===== src/core/fcs_map.vh =====
// Purpose: Offsets, fields, reset values and timing of the fault collector
// Assumes: 32-bit AXI4-Lite register bus, core_clk at 10 MHz
// Notes:   Definitions only
//
// Functional notes
// - Interrupt-enable register bit 28 is writable and reads back.
// - Supervision starts only on a rising edge of a fault input.
// - Fault asserted before being enabled blocks its supervision edge detection.
// - Enabled fault asserting in configuration state blocks its edge detection.
// - Blocked detection stays blocked until a reaction or destructive reset.
// - Reset-only faults are not supervised on second and later occurrences.
// - Fault rising during a functional reset reaction escapes later supervision.
`ifndef FCS_MAP_VH
`define FCS_MAP_VH

`define FCS_NCF          8
`define FCS_AW           8

`define FCS_OFF_CTRL     8'h00
`define FCS_OFF_EN       8'h04
`define FCS_OFF_STAT     8'h08
`define FCS_OFF_FAKE     8'h0C
`define FCS_OFF_IRQEN    8'h10
`define FCS_OFF_REACT    8'h14
`define FCS_OFF_SUP      8'h18
`define FCS_OFF_ISTAT    8'h1C
`define FCS_OFF_IMASK    8'h20

`define FCS_CTRL_CFG     0
`define FCS_IRQEN_RSV    28
`define FCS_REACT_ERROR_OUTPUT_SIGNAL   0
`define FCS_REACT_RST    8
`define FCS_REACT_ALARM  16
`define FCS_SUP_BLK      0
`define FCS_SUP_ESC      8
`define FCS_SUP_ACT      16

`define FCS_IS_SUPERR    0
`define FCS_IS_SUPSTART  1
`define FCS_IS_REACT     2
`define FCS_INT_W        3

`define FCS_RST_CTRL     1'h0
`define FCS_RESP_OKAY    2'h0
`define FCS_RESP_SLVERR  2'h2

`define FCS_CLK_NS       100
`define FCS_SUP_WIN_NS   1000
`define FCS_SUP_CYC      (`FCS_SUP_WIN_NS / `FCS_CLK_NS)
`define FCS_RST_HOLD_NS  2000
`define FCS_RST_CYC      ((`FCS_RST_HOLD_NS + `FCS_CLK_NS - 1) / `FCS_CLK_NS)

`endif


===== src/core/fcs_sup_chan.v =====
// Purpose: One supervision channel: input filter, edge arming, window check
// Assumes: fault_raw is asynchronous to core_clk
// Notes:   Destructive reset is resetn
`timescale 1ns/1ps
`default_nettype none
`include "fcs_map.vh"

module fcs_sup_chan (
  input  wire       core_clk,
  input  wire       resetn,
  input  wire       fault_raw,
  input  wire       enabled,
  input  wire       config_state,
  input  wire       reinit,
  input  wire       reset_only,
  input  wire       reset_active,
  input  wire       react_obs,
  output reg        level,
  output reg        blocked,
  output reg        escaped,
  output reg        sup_active,
  output reg        sup_start,
  output reg        sup_error
);

  localparam integer SUP_CYC_I = `FCS_SUP_CYC;
  localparam [3:0]   SUP_CYC   = SUP_CYC_I[3:0];

  reg       s1;
  reg       s2;
  reg       s3;
  reg       level_d;
  reg [3:0] cnt;

  wire rise    = level & ~level_d;
  wire monitor = rise & enabled & ~config_state & ~blocked & ~escaped;

  always @(posedge core_clk or negedge resetn)
  begin
    if (!resetn)
    begin
      s1         <= 1'h0;
      s2         <= 1'h0;
      s3         <= 1'h0;
      level      <= 1'h0;
      level_d    <= 1'h0;
      blocked    <= 1'h0;
      escaped    <= 1'h0;
      sup_active <= 1'h0;
      sup_start  <= 1'h0;
      sup_error  <= 1'h0;
      cnt        <= 4'h0;
    end
    else
    begin
      s1      <= fault_raw;
      s2      <= s1;
      s3      <= s2;
      if (s2 == s3)
        level <= s3;
      level_d <= level;
      // Blocking wins over re-initialisation in the same cycle
      if ((level & ~enabled) | (rise & enabled & config_state))
        blocked <= 1'h1;
      else if (reinit)
        blocked <= 1'h0;
      if ((monitor & reset_only) | (rise & enabled & reset_active))
        escaped <= 1'h1;
      sup_start <= monitor;
      sup_error <= 1'h0;
      if (monitor)
      begin
        sup_active <= 1'h1;
        cnt        <= SUP_CYC;
      end
      else if (sup_active)
      begin
        if (react_obs)
          sup_active <= 1'h0;
        else if (cnt == 4'h1)
        begin
          sup_error  <= 1'h1;
          sup_active <= 1'h0;
        end
        else
          cnt <= cnt - 4'h1;
      end
    end
  end

endmodule
`default_nettype wire


===== src/core/fcs_fault_collector.v =====
// Purpose: Fault collector with output supervision and AXI4-Lite registers
// Assumes: Fault inputs asynchronous, single clock core_clk
// Notes:   Reactions: interrupt, error output, functional reset request
`timescale 1ns/1ps
`default_nettype none
`include "fcs_map.vh"

module fcs_fault_collector (
  input  wire                 core_clk,
  input  wire                 resetn,
  input  wire [`FCS_AW-1:0]   awaddr,
  input  wire                 awvalid,
  output reg                  awready,
  input  wire [31:0]          wdata,
  input  wire [3:0]           wstrb,
  input  wire                 wvalid,
  output reg                  wready,
  output reg  [1:0]           bresp,
  output reg                  bvalid,
  input  wire                 bready,
  input  wire [`FCS_AW-1:0]   araddr,
  input  wire                 arvalid,
  output reg                  arready,
  output reg  [31:0]          rdata,
  output reg  [1:0]           rresp,
  output reg                  rvalid,
  input  wire                 rready,
  input  wire [`FCS_NCF-1:0]  fault_in,
  output reg                  fault_irq_out,
  output reg                  error_output_signal,
  output reg                  func_reset_req,
  output reg                  irq
);

  localparam N = `FCS_NCF;
  localparam integer RST_CYC_I = `FCS_RST_CYC;
  localparam [4:0]   RST_CYC   = RST_CYC_I[4:0];

  // Software state
  reg                  cfg;
  reg [N-1:0]          fault_en;
  reg [N-1:0]          noncritical_fault_status;
  reg [N-1:0]          noncritical_fake_fault;
  reg [N-1:0]          irq_en;
  reg                  irq_rsv;
  reg [N-1:0]          error_output_signal_en;
  reg [N-1:0]          rst_en;
  reg [N-1:0]          alarm_timeout_enable;
  reg [`FCS_INT_W-1:0] int_status;
  reg [`FCS_INT_W-1:0] int_mask;

  // Bus capture
  reg                  aw_got;
  reg                  w_got;
  reg [`FCS_AW-1:0]    awaddr_q;
  reg [31:0]           wdata_q;
  reg [3:0]            wstrb_q;

  // Reaction state
  reg [N-1:0]          act_q;
  reg [4:0]            rst_cnt;

  wire [N-1:0]         lvl;
  wire [N-1:0]         blocked;
  wire [N-1:0]         escaped;
  wire [N-1:0]         sup_act;
  wire [N-1:0]         sup_start;
  wire [N-1:0]         sup_error;

  wire        wr_go = aw_got & w_got & ~bvalid;
  wire [31:0] bmask = {{8{wstrb_q[3]}}, {8{wstrb_q[2]}},
                       {8{wstrb_q[1]}}, {8{wstrb_q[0]}}};
  wire [31:0] wclr  = wdata_q & bmask;

  function [31:0] merge;
    input [31:0] old;
    input [31:0] nw;
    input [31:0] m;
    begin
      merge = (old & ~m) | (nw & m);
    end
  endfunction

  // Byte-lane merged write values, cut back to the field widths below
  wire [31:0] en_word    = merge({{(32-N){1'h0}}, fault_en},
                                 wdata_q, bmask);
  wire [31:0] irqen_word = merge({{(32-N){1'h0}}, irq_en},
                                 wdata_q, bmask);
  wire [31:0] error_output_signal_word  = merge({{(32-N){1'h0}}, error_output_signal_en},
                                 wdata_q, bmask);
  wire [31:0] rst_word   = merge({{(32-N){1'h0}}, rst_en},
                                 wdata_q >> `FCS_REACT_RST,
                                 bmask >> `FCS_REACT_RST);
  wire [31:0] alarm_word = merge({{(32-N){1'h0}}, alarm_timeout_enable},
                                 wdata_q >> `FCS_REACT_ALARM,
                                 bmask >> `FCS_REACT_ALARM);

  wire hit_ctrl  = wr_go & (awaddr_q == `FCS_OFF_CTRL);
  wire hit_en    = wr_go & (awaddr_q == `FCS_OFF_EN);
  wire hit_stat  = wr_go & (awaddr_q == `FCS_OFF_STAT);
  wire hit_fake  = wr_go & (awaddr_q == `FCS_OFF_FAKE);
  wire hit_irqen = wr_go & (awaddr_q == `FCS_OFF_IRQEN);
  wire hit_react = wr_go & (awaddr_q == `FCS_OFF_REACT);
  wire hit_istat = wr_go & (awaddr_q == `FCS_OFF_ISTAT);
  wire hit_imask = wr_go & (awaddr_q == `FCS_OFF_IMASK);
  wire wr_map    = hit_ctrl | hit_en | hit_stat | hit_fake | hit_irqen |
                   hit_react | hit_istat | hit_imask |
                   (awaddr_q == `FCS_OFF_SUP);

  // Reaction generation
  wire [N-1:0] act        = noncritical_fault_status & fault_en & {N{~cfg}};
  wire [N-1:0] fire       = act & ~act_q;
  wire [N-1:0] nonrst     = irq_en | error_output_signal_en | alarm_timeout_enable;
  wire [N-1:0] reset_only = rst_en & ~nonrst;
  wire         reinit     = |fire;
  wire         rst_fire   = |(fire & rst_en);
  wire         reset_active = (rst_cnt != 5'h0);
  wire         react_obs  = fault_irq_out | error_output_signal | reset_active;

  wire [`FCS_INT_W-1:0] int_set;
  assign int_set[`FCS_IS_SUPERR]   = |sup_error;
  assign int_set[`FCS_IS_SUPSTART] = |sup_start;
  assign int_set[`FCS_IS_REACT]    = reinit;

  // Reaction levels for the registered outputs
  wire next_fault_irq = |(act & irq_en);
  wire next_error_output_signal      = |(act & (error_output_signal_en | alarm_timeout_enable));
  wire next_irq       = |(int_status & int_mask);

  // Sticky flags: a set in the same cycle as a write-one clear wins
  reg [N-1:0]          next_status;
  reg [`FCS_INT_W-1:0] next_int_status;
  reg [4:0]            next_rst_cnt;

  always @*
  begin
    next_status     = noncritical_fault_status;
    next_int_status = int_status;
    if (hit_stat)
      next_status = next_status & ~wclr[N-1:0];
    if (hit_istat)
      next_int_status = next_int_status & ~wclr[`FCS_INT_W-1:0];
    next_status     = next_status | lvl | noncritical_fake_fault;
    next_int_status = next_int_status | int_set;

    // Reset reaction window reloads on every new reset request
    next_rst_cnt    = rst_cnt;
    if (rst_fire)
      next_rst_cnt = RST_CYC;
    else if (reset_active)
      next_rst_cnt = rst_cnt - 5'h1;
  end

  genvar g;
  generate
    for (g = 0; g < N; g = g + 1)
    begin : chan
      fcs_sup_chan u_chan (
        .core_clk     (core_clk),
        .resetn       (resetn),
        .fault_raw    (fault_in[g]),
        .enabled      (fault_en[g]),
        .config_state (cfg),
        .reinit       (reinit),
        .reset_only   (reset_only[g]),
        .reset_active (reset_active),
        .react_obs    (react_obs),
        .level        (lvl[g]),
        .blocked      (blocked[g]),
        .escaped      (escaped[g]),
        .sup_active   (sup_act[g]),
        .sup_start    (sup_start[g]),
        .sup_error    (sup_error[g])
      );
    end
  endgenerate

  // Read decode
  reg [31:0] rd_data;
  reg        rd_err;

  always @*
  begin
    rd_data = 32'h0;
    rd_err  = 1'h0;
    case (araddr)
      `FCS_OFF_CTRL:
        rd_data[`FCS_CTRL_CFG] = cfg;
      `FCS_OFF_EN:
        rd_data[N-1:0] = fault_en;
      `FCS_OFF_STAT:
        rd_data[N-1:0] = noncritical_fault_status;
      `FCS_OFF_FAKE:
        rd_data = 32'h0;
      `FCS_OFF_IRQEN:
      begin
        rd_data[N-1:0]            = irq_en;
        rd_data[`FCS_IRQEN_RSV]   = irq_rsv;
      end
      `FCS_OFF_REACT:
      begin
        rd_data[`FCS_REACT_ERROR_OUTPUT_SIGNAL+N-1:`FCS_REACT_ERROR_OUTPUT_SIGNAL]   = error_output_signal_en;
        rd_data[`FCS_REACT_RST+N-1:`FCS_REACT_RST]     = rst_en;
        rd_data[`FCS_REACT_ALARM+N-1:`FCS_REACT_ALARM] = alarm_timeout_enable;
      end
      `FCS_OFF_SUP:
      begin
        rd_data[`FCS_SUP_BLK+N-1:`FCS_SUP_BLK] = blocked;
        rd_data[`FCS_SUP_ESC+N-1:`FCS_SUP_ESC] = escaped;
        rd_data[`FCS_SUP_ACT+N-1:`FCS_SUP_ACT] = sup_act;
      end
      `FCS_OFF_ISTAT:
        rd_data[`FCS_INT_W-1:0] = int_status;
      `FCS_OFF_IMASK:
        rd_data[`FCS_INT_W-1:0] = int_mask;
      default:
        rd_err = 1'h1;
    endcase
  end

  // AXI4-Lite handshakes
  always @(posedge core_clk or negedge resetn)
  begin
    if (!resetn)
    begin
      awready  <= 1'h1;
      wready   <= 1'h1;
      bvalid   <= 1'h0;
      bresp    <= `FCS_RESP_OKAY;
      arready  <= 1'h1;
      rvalid   <= 1'h0;
      rresp    <= `FCS_RESP_OKAY;
      rdata    <= 32'h0;
      aw_got   <= 1'h0;
      w_got    <= 1'h0;
      awaddr_q <= {`FCS_AW{1'h0}};
      wdata_q  <= 32'h0;
      wstrb_q  <= 4'h0;
    end
    else
    begin
      if (awvalid & awready)
      begin
        awready  <= 1'h0;
        aw_got   <= 1'h1;
        awaddr_q <= awaddr;
      end
      if (wvalid & wready)
      begin
        wready  <= 1'h0;
        w_got   <= 1'h1;
        wdata_q <= wdata;
        wstrb_q <= wstrb;
      end
      if (wr_go)
      begin
        bvalid <= 1'h1;
        bresp  <= wr_map ? `FCS_RESP_OKAY : `FCS_RESP_SLVERR;
        aw_got <= 1'h0;
        w_got  <= 1'h0;
      end
      if (bvalid & bready)
      begin
        bvalid  <= 1'h0;
        awready <= 1'h1;
        wready  <= 1'h1;
      end
      if (arvalid & arready)
      begin
        arready <= 1'h0;
        rvalid  <= 1'h1;
        rdata   <= rd_data;
        rresp   <= rd_err ? `FCS_RESP_SLVERR : `FCS_RESP_OKAY;
      end
      else if (rvalid & rready)
      begin
        rvalid  <= 1'h0;
        arready <= 1'h1;
      end
    end
  end

  // Register file, status flags and reactions
  always @(posedge core_clk or negedge resetn)
  begin
    if (!resetn)
    begin
      cfg                      <= `FCS_RST_CTRL;
      fault_en                 <= {N{1'h0}};
      noncritical_fault_status <= {N{1'h0}};
      noncritical_fake_fault   <= {N{1'h0}};
      irq_en                   <= {N{1'h0}};
      irq_rsv                  <= 1'h0;
      error_output_signal_en                  <= {N{1'h0}};
      rst_en                   <= {N{1'h0}};
      alarm_timeout_enable     <= {N{1'h0}};
      int_status               <= {`FCS_INT_W{1'h0}};
      int_mask                 <= {`FCS_INT_W{1'h0}};
      act_q                    <= {N{1'h0}};
      rst_cnt                  <= 5'h0;
      fault_irq_out            <= 1'h0;
      error_output_signal      <= 1'h0;
      func_reset_req           <= 1'h0;
      irq                      <= 1'h0;
    end
    else
    begin
      if (hit_ctrl & wstrb_q[0])
        cfg <= wdata_q[`FCS_CTRL_CFG];
      if (hit_en)
        fault_en <= en_word[N-1:0];
      if (hit_irqen)
      begin
        irq_en  <= irqen_word[N-1:0];
        if (wstrb_q[3])
          irq_rsv <= wdata_q[`FCS_IRQEN_RSV];
      end
      if (hit_react)
      begin
        error_output_signal_en              <= error_output_signal_word[N-1:0];
        rst_en               <= rst_word[N-1:0];
        alarm_timeout_enable <= alarm_word[N-1:0];
      end
      if (hit_imask)
        int_mask <= wdata_q[`FCS_INT_W-1:0] & bmask[`FCS_INT_W-1:0];
      // Fake faults last one cycle and act like a fault event
      noncritical_fake_fault <= hit_fake ? wclr[N-1:0] : {N{1'h0}};
      // Pending status is set whether or not the fault is enabled
      noncritical_fault_status <= next_status;
      int_status               <= next_int_status;
      act_q               <= act;
      fault_irq_out       <= next_fault_irq;
      error_output_signal <= next_error_output_signal;
      func_reset_req      <= rst_fire;
      rst_cnt             <= next_rst_cnt;
      irq                 <= next_irq;
    end
  end

endmodule
`default_nettype wire


===== config.mk =====
export PLATFORM = sky130hd
export DESIGN_NAME = fcs_fault_collector
export DESIGN_NICKNAME = d
export VERILOG_FILES = /design/src/core/fcs_sup_chan.v /design/src/core/fcs_fault_collector.v
export VERILOG_INCLUDE_DIRS = /design/src /design/src/core
export SDC_FILE = /design/constraint.sdc
export NUM_CORES = 1
export LEC_CHECK = 0
export BUFFER_PORTS_ARGS = -buffer_cell sky130_fd_sc_hd__buf_4
export CAP_MARGIN = 20
export CORE_MARGIN = 2
export CORE_UTILIZATION = 60
export DETAILED_ROUTE_END_ITERATION = 16
export PLACE_DENSITY = 0.87
export SETUP_SLACK_MARGIN = 0.05
export SLEW_MARGIN = 20
export SYNTH_ARGS = -nofsm -noshare
export SYNTH_HDL_FRONTEND = slang
export SYNTH_HIERARCHICAL = 1
export SYNTH_SLANG_ARGS = --single-unit

===== constraint.sdc =====
create_clock -name core_clk -period 8.7 [get_ports core_clk]
set_clock_uncertainty 0.2 [all_clocks]
set_input_delay 0.87 -clock core_clk [delete_from_list [all_inputs] [get_ports core_clk]]
set_output_delay 0.87 -clock core_clk [all_outputs]
set_load 0.01 [all_outputs]

==> results.toml <==
[run_status]
outcome = "finished, final reports clean"

[die]
placeable_core_area_um2 = 18700
die-height_um = 142
die-width_um = 142
core.rowCount = 50
initial_core_util = 0.611
ios = 112
floorplan_die_area_um2 = 20200

[yosys]
postSynthCellCount = 976
post_synth_num_cell_types = 61
seq_area_frac_synth = 0.579
synth.cell_area_um2 = 11400
asyncSetResetFlopFracSynth = 1.00
synth-main-ff-cell = "sky130_fd_sc_hd__dfrtp_1"
postSynthRegisterBits = 264
yosys_warnings = 6
synth.avg_cell_area_um2 = 11.7
post_synth_edffs = 0

[route]
vias = 8224
final_routed_drc_violation_total = 0
postRouteWirelength_um = 26700
route.met2.wl_um = 12500
drt-vias-per-instance = 6.19
top_layer_used = "met4"
wl_per_cell_um = 20.1
drt_iter0_drc = 652
detailedRoute.firstPassIterationCount = 6
met3_wirelength_um = 2160
wirelength_met1_um = 11200
ant_nets_after_route = 0

[clock_network]
tritoncts = "built"
h-tree-depth = 1
postCtsResizedCells = 0
cts.hold.buffers_added = 0
clock-root-buffer = "sky130_fd_sc_hd__clkbuf_16"
clock-sinks = 264
cts_max_path_buffers = 3
path_clk_slew_ns = 0.06
postCtsSetupBuffers = 0
tritoncts.num_buffers = 27
clk_latency_ns = 0.54

[sta]
timing.fmax_ghz = 0.267
unrepaired_setup_endpoints_after_global_routing = "false"
timing_worst_slew_pin_value_ns = 1.06
slew-limit-headroom = 0.287
setup_violations = 0
timing_hold_violations_final = 0
fin_tns_setup_ns = 0
layout_worst_path_cycle_share = 0.431
fin_hold_ws_ns = 0.145
period_minus_slack_ns = 3.75
timing_max_transition_violations_final = 0

[worst_setup_path]
rr_endpoint = "chan[5].u_chan/cnt[2]"
r2r-start = "rst_cnt[0]"
rrSetupSlack_ns = 4.95
start_kind = "register"
endpoint_kind = "register"
worstPathMaxFanout = 16
worstPathRequired_ns = 8.94
crit_type = "register to register"
reg2reg_depth = 8
cp.arrival_ns = 3.99

[place]
placement.io_buffers = 95
gp_routability_congestion = 0.942
dpl.cell_count = 1279
dpl.hpwl_um = 18300

[layout]
layout-drive-gt1-share = 0.229
utilization_of_the_core_after_routing = 0.706
final_nets = 1159
final_cell_count_no_fill = 1328
register_area_um2 = 6610
flow.area_growth_from_synthesis_pct = 15.6
nFillCells = 1298
antennaDiodeCount = 0
multi_input_area_um2 = 4390

[pwr]
overall_power_mw = 3.22
vdd_ir_drop_max_uv = 197
power_leakage_nw = 6.14
pwr_density_cell_nw_per_um2 = 244

[global_routing]
grt_start_max_net_pins = 131
globalRouteOverflowTotal = 0
grt_usage = 0.275
grt_antenna_before_repair = 0
vias_in_the_first_global_route = 8308
grt_first_pass_wirelength_um = 43300

[worst_hold_path]
worstHoldPathCells = 0
hp-class = "register to register"
hold_start = "chan[1].u_chan/s1"
min_delay_worst_endpoint = "chan[1].u_chan/s2"

[job]
maxCapViolCount = 0
[where the power goes]
part / internal [mW] / total (mW) / switching [mW]
logic: 0.224 / 0.445 / 0.221
clock network: 0.712 / 1.19 / 0.475
registers: 1.41 / 1.59 / 0.180
[layout by cell type (no fill, tap or decap), types with 9 or more instances in the layout]
master / instances
sky130_fd_sc_hd__ha_1: 18
sky130_fd_sc_hd__a21oi_1: 39
sky130_fd_sc_hd__nor2_1: 33
sky130_fd_sc_hd__o21ai_1: 18
sky130_fd_sc_hd__nand2b_1: 10
sky130_fd_sc_hd__nand2_1: 56
sky130_fd_sc_hd__nor3b_1: 10
sky130_fd_sc_hd__nand3b_1: 11
sky130_fd_sc_hd__nor3_1: 15
sky130_fd_sc_hd__o21ai_0: 68
sky130_fd_sc_hd__nor2b_1: 21
sky130_fd_sc_hd__conb_1: 9
sky130_fd_sc_hd__mux2_2: 85
sky130_fd_sc_hd__dfrtp_1: 261
sky130_fd_sc_hd__nor4b_1: 9
sky130_fd_sc_hd__or4_4: 9
sky130_fd_sc_hd__a22oi_1: 22
sky130_fd_sc_hd__nand3_1: 26
sky130_fd_sc_hd__clkbuf_16: 27
sky130_fd_sc_hd__nand4_1: 9
sky130_fd_sc_hd__inv_1: 62
sky130_fd_sc_hd__buf_4: 99
sky130_fd_sc_hd__and3_1: 13
sky130_fd_sc_hd__or4_1: 16
[critical path, stage by stage, from the launching register on]
cell and delay (ns):
sky130_fd_sc_hd__dfrtp_1 0.39, sky130_fd_sc_hd__inv_1 0.10, sky130_fd_sc_hd__ha_1 0.17, sky130_fd_sc_hd__nor4b_1 0.64
sky130_fd_sc_hd__inv_1 0.43, sky130_fd_sc_hd__or3_1 0.70, sky130_fd_sc_hd__nand2b_1 0.36, sky130_fd_sc_hd__or4_1 0.45
sky130_fd_sc_hd__a21oi_1 0.19
[logic make-up after synthesis]
group	synth area share
simple gates	0.142
flops	0.579
compound gates	0.121
buf+inv	0.0395
mux	0.0908
fa+ha+maj	0.0267
other cells	0.000328
xor+xnor	0.000767
[Yosys cell counts, types with 8 or more instances]
library cell                 n  area (um^2)
sky130_fd_sc_hd__or4_1      16          120
sky130_fd_sc_hd__or4_4       9          101
sky130_fd_sc_hd__nand3b_1   11         82.6
sky130_fd_sc_hd__inv_1      62          233
sky130_fd_sc_hd__o41ai_1     8         70.1
sky130_fd_sc_hd__o311ai_1    8         70.1
sky130_fd_sc_hd__nand2_1    56          210
sky130_fd_sc_hd__nand4_1     9         56.3
sky130_fd_sc_hd__a211o_1     8         70.1
sky130_fd_sc_hd__clkbuf_1   21         78.8
sky130_fd_sc_hd__maj3_1      8         80.1
sky130_fd_sc_hd__nor3b_1    10         75.1
sky130_fd_sc_hd__o21ai_1    18         90.1
sky130_fd_sc_hd__dfrtp_1   261         6530
sky130_fd_sc_hd__buf_4      10         75.1
sky130_fd_sc_hd__and3_1     13         81.3
sky130_fd_sc_hd__a22oi_1    22          165
sky130_fd_sc_hd__o21bai_1    8         60.1
sky130_fd_sc_hd__mux2i_1     8         80.1
sky130_fd_sc_hd__a22o_1      8         70.1
sky130_fd_sc_hd__a21oi_1    39          195
sky130_fd_sc_hd__nor2_1     33          124
sky130_fd_sc_hd__nor2b_1    21          131
sky130_fd_sc_hd__mux2_2     85          957
sky130_fd_sc_hd__nor3_1     15         75.1
sky130_fd_sc_hd__ha_1       18          225
sky130_fd_sc_hd__o21ai_0    68          340
sky130_fd_sc_hd__or3b_1      8         70.1
sky130_fd_sc_hd__nand2b_1   10         62.6
sky130_fd_sc_hd__nor4b_1     9         78.8
sky130_fd_sc_hd__nand3_1    26          130
[routing by layer]
metal	vias to the layer above	GRT usage
met3	70	0.0656
li1	3721	-
met5	-	0
met4	0	0.0979
met2	355	0.440
met1	4078	0.375
[worst max-delay path by stage]
stage	from	end	slack, ns
after floorplan	rst_cnt[0]	chan[0].u_chan/cnt[2]	5.79
after global placement	araddr[3]	rdata[8]	5.11
after detailed placement	araddr[3]	rdata[9]	5.02
after CTS	rst_cnt[0]	chan[5].u_chan/cnt[2]	5.01
after global routing	rst_cnt[1]	chan[5].u_chan/cnt[2]	4.75
final	rst_cnt[0]	chan[5].u_chan/cnt[2]	4.95
[through the flow]
stage          instance area, um^2  setup WS (ns)
5_1_grt                      13200           4.75
3_5_place_dp                 12300           5.02
3_3_place_gp                 12300           5.11
2_1_floorplan                11500           5.79
6_report                     13200           4.95
4_1_cts                      13200           5.01
[final cells by class]
class	count	share of cell area
clock buffer	37	0.0586
clock inverter	12	0.0113
inverter	62	0.0176
multi-input combinational	619	0.332
sequential	264	0.501
tap	234	0.0222
timing repair buffer	100	0.0574
Note: power is estimated with default switching activity, not from simulation.
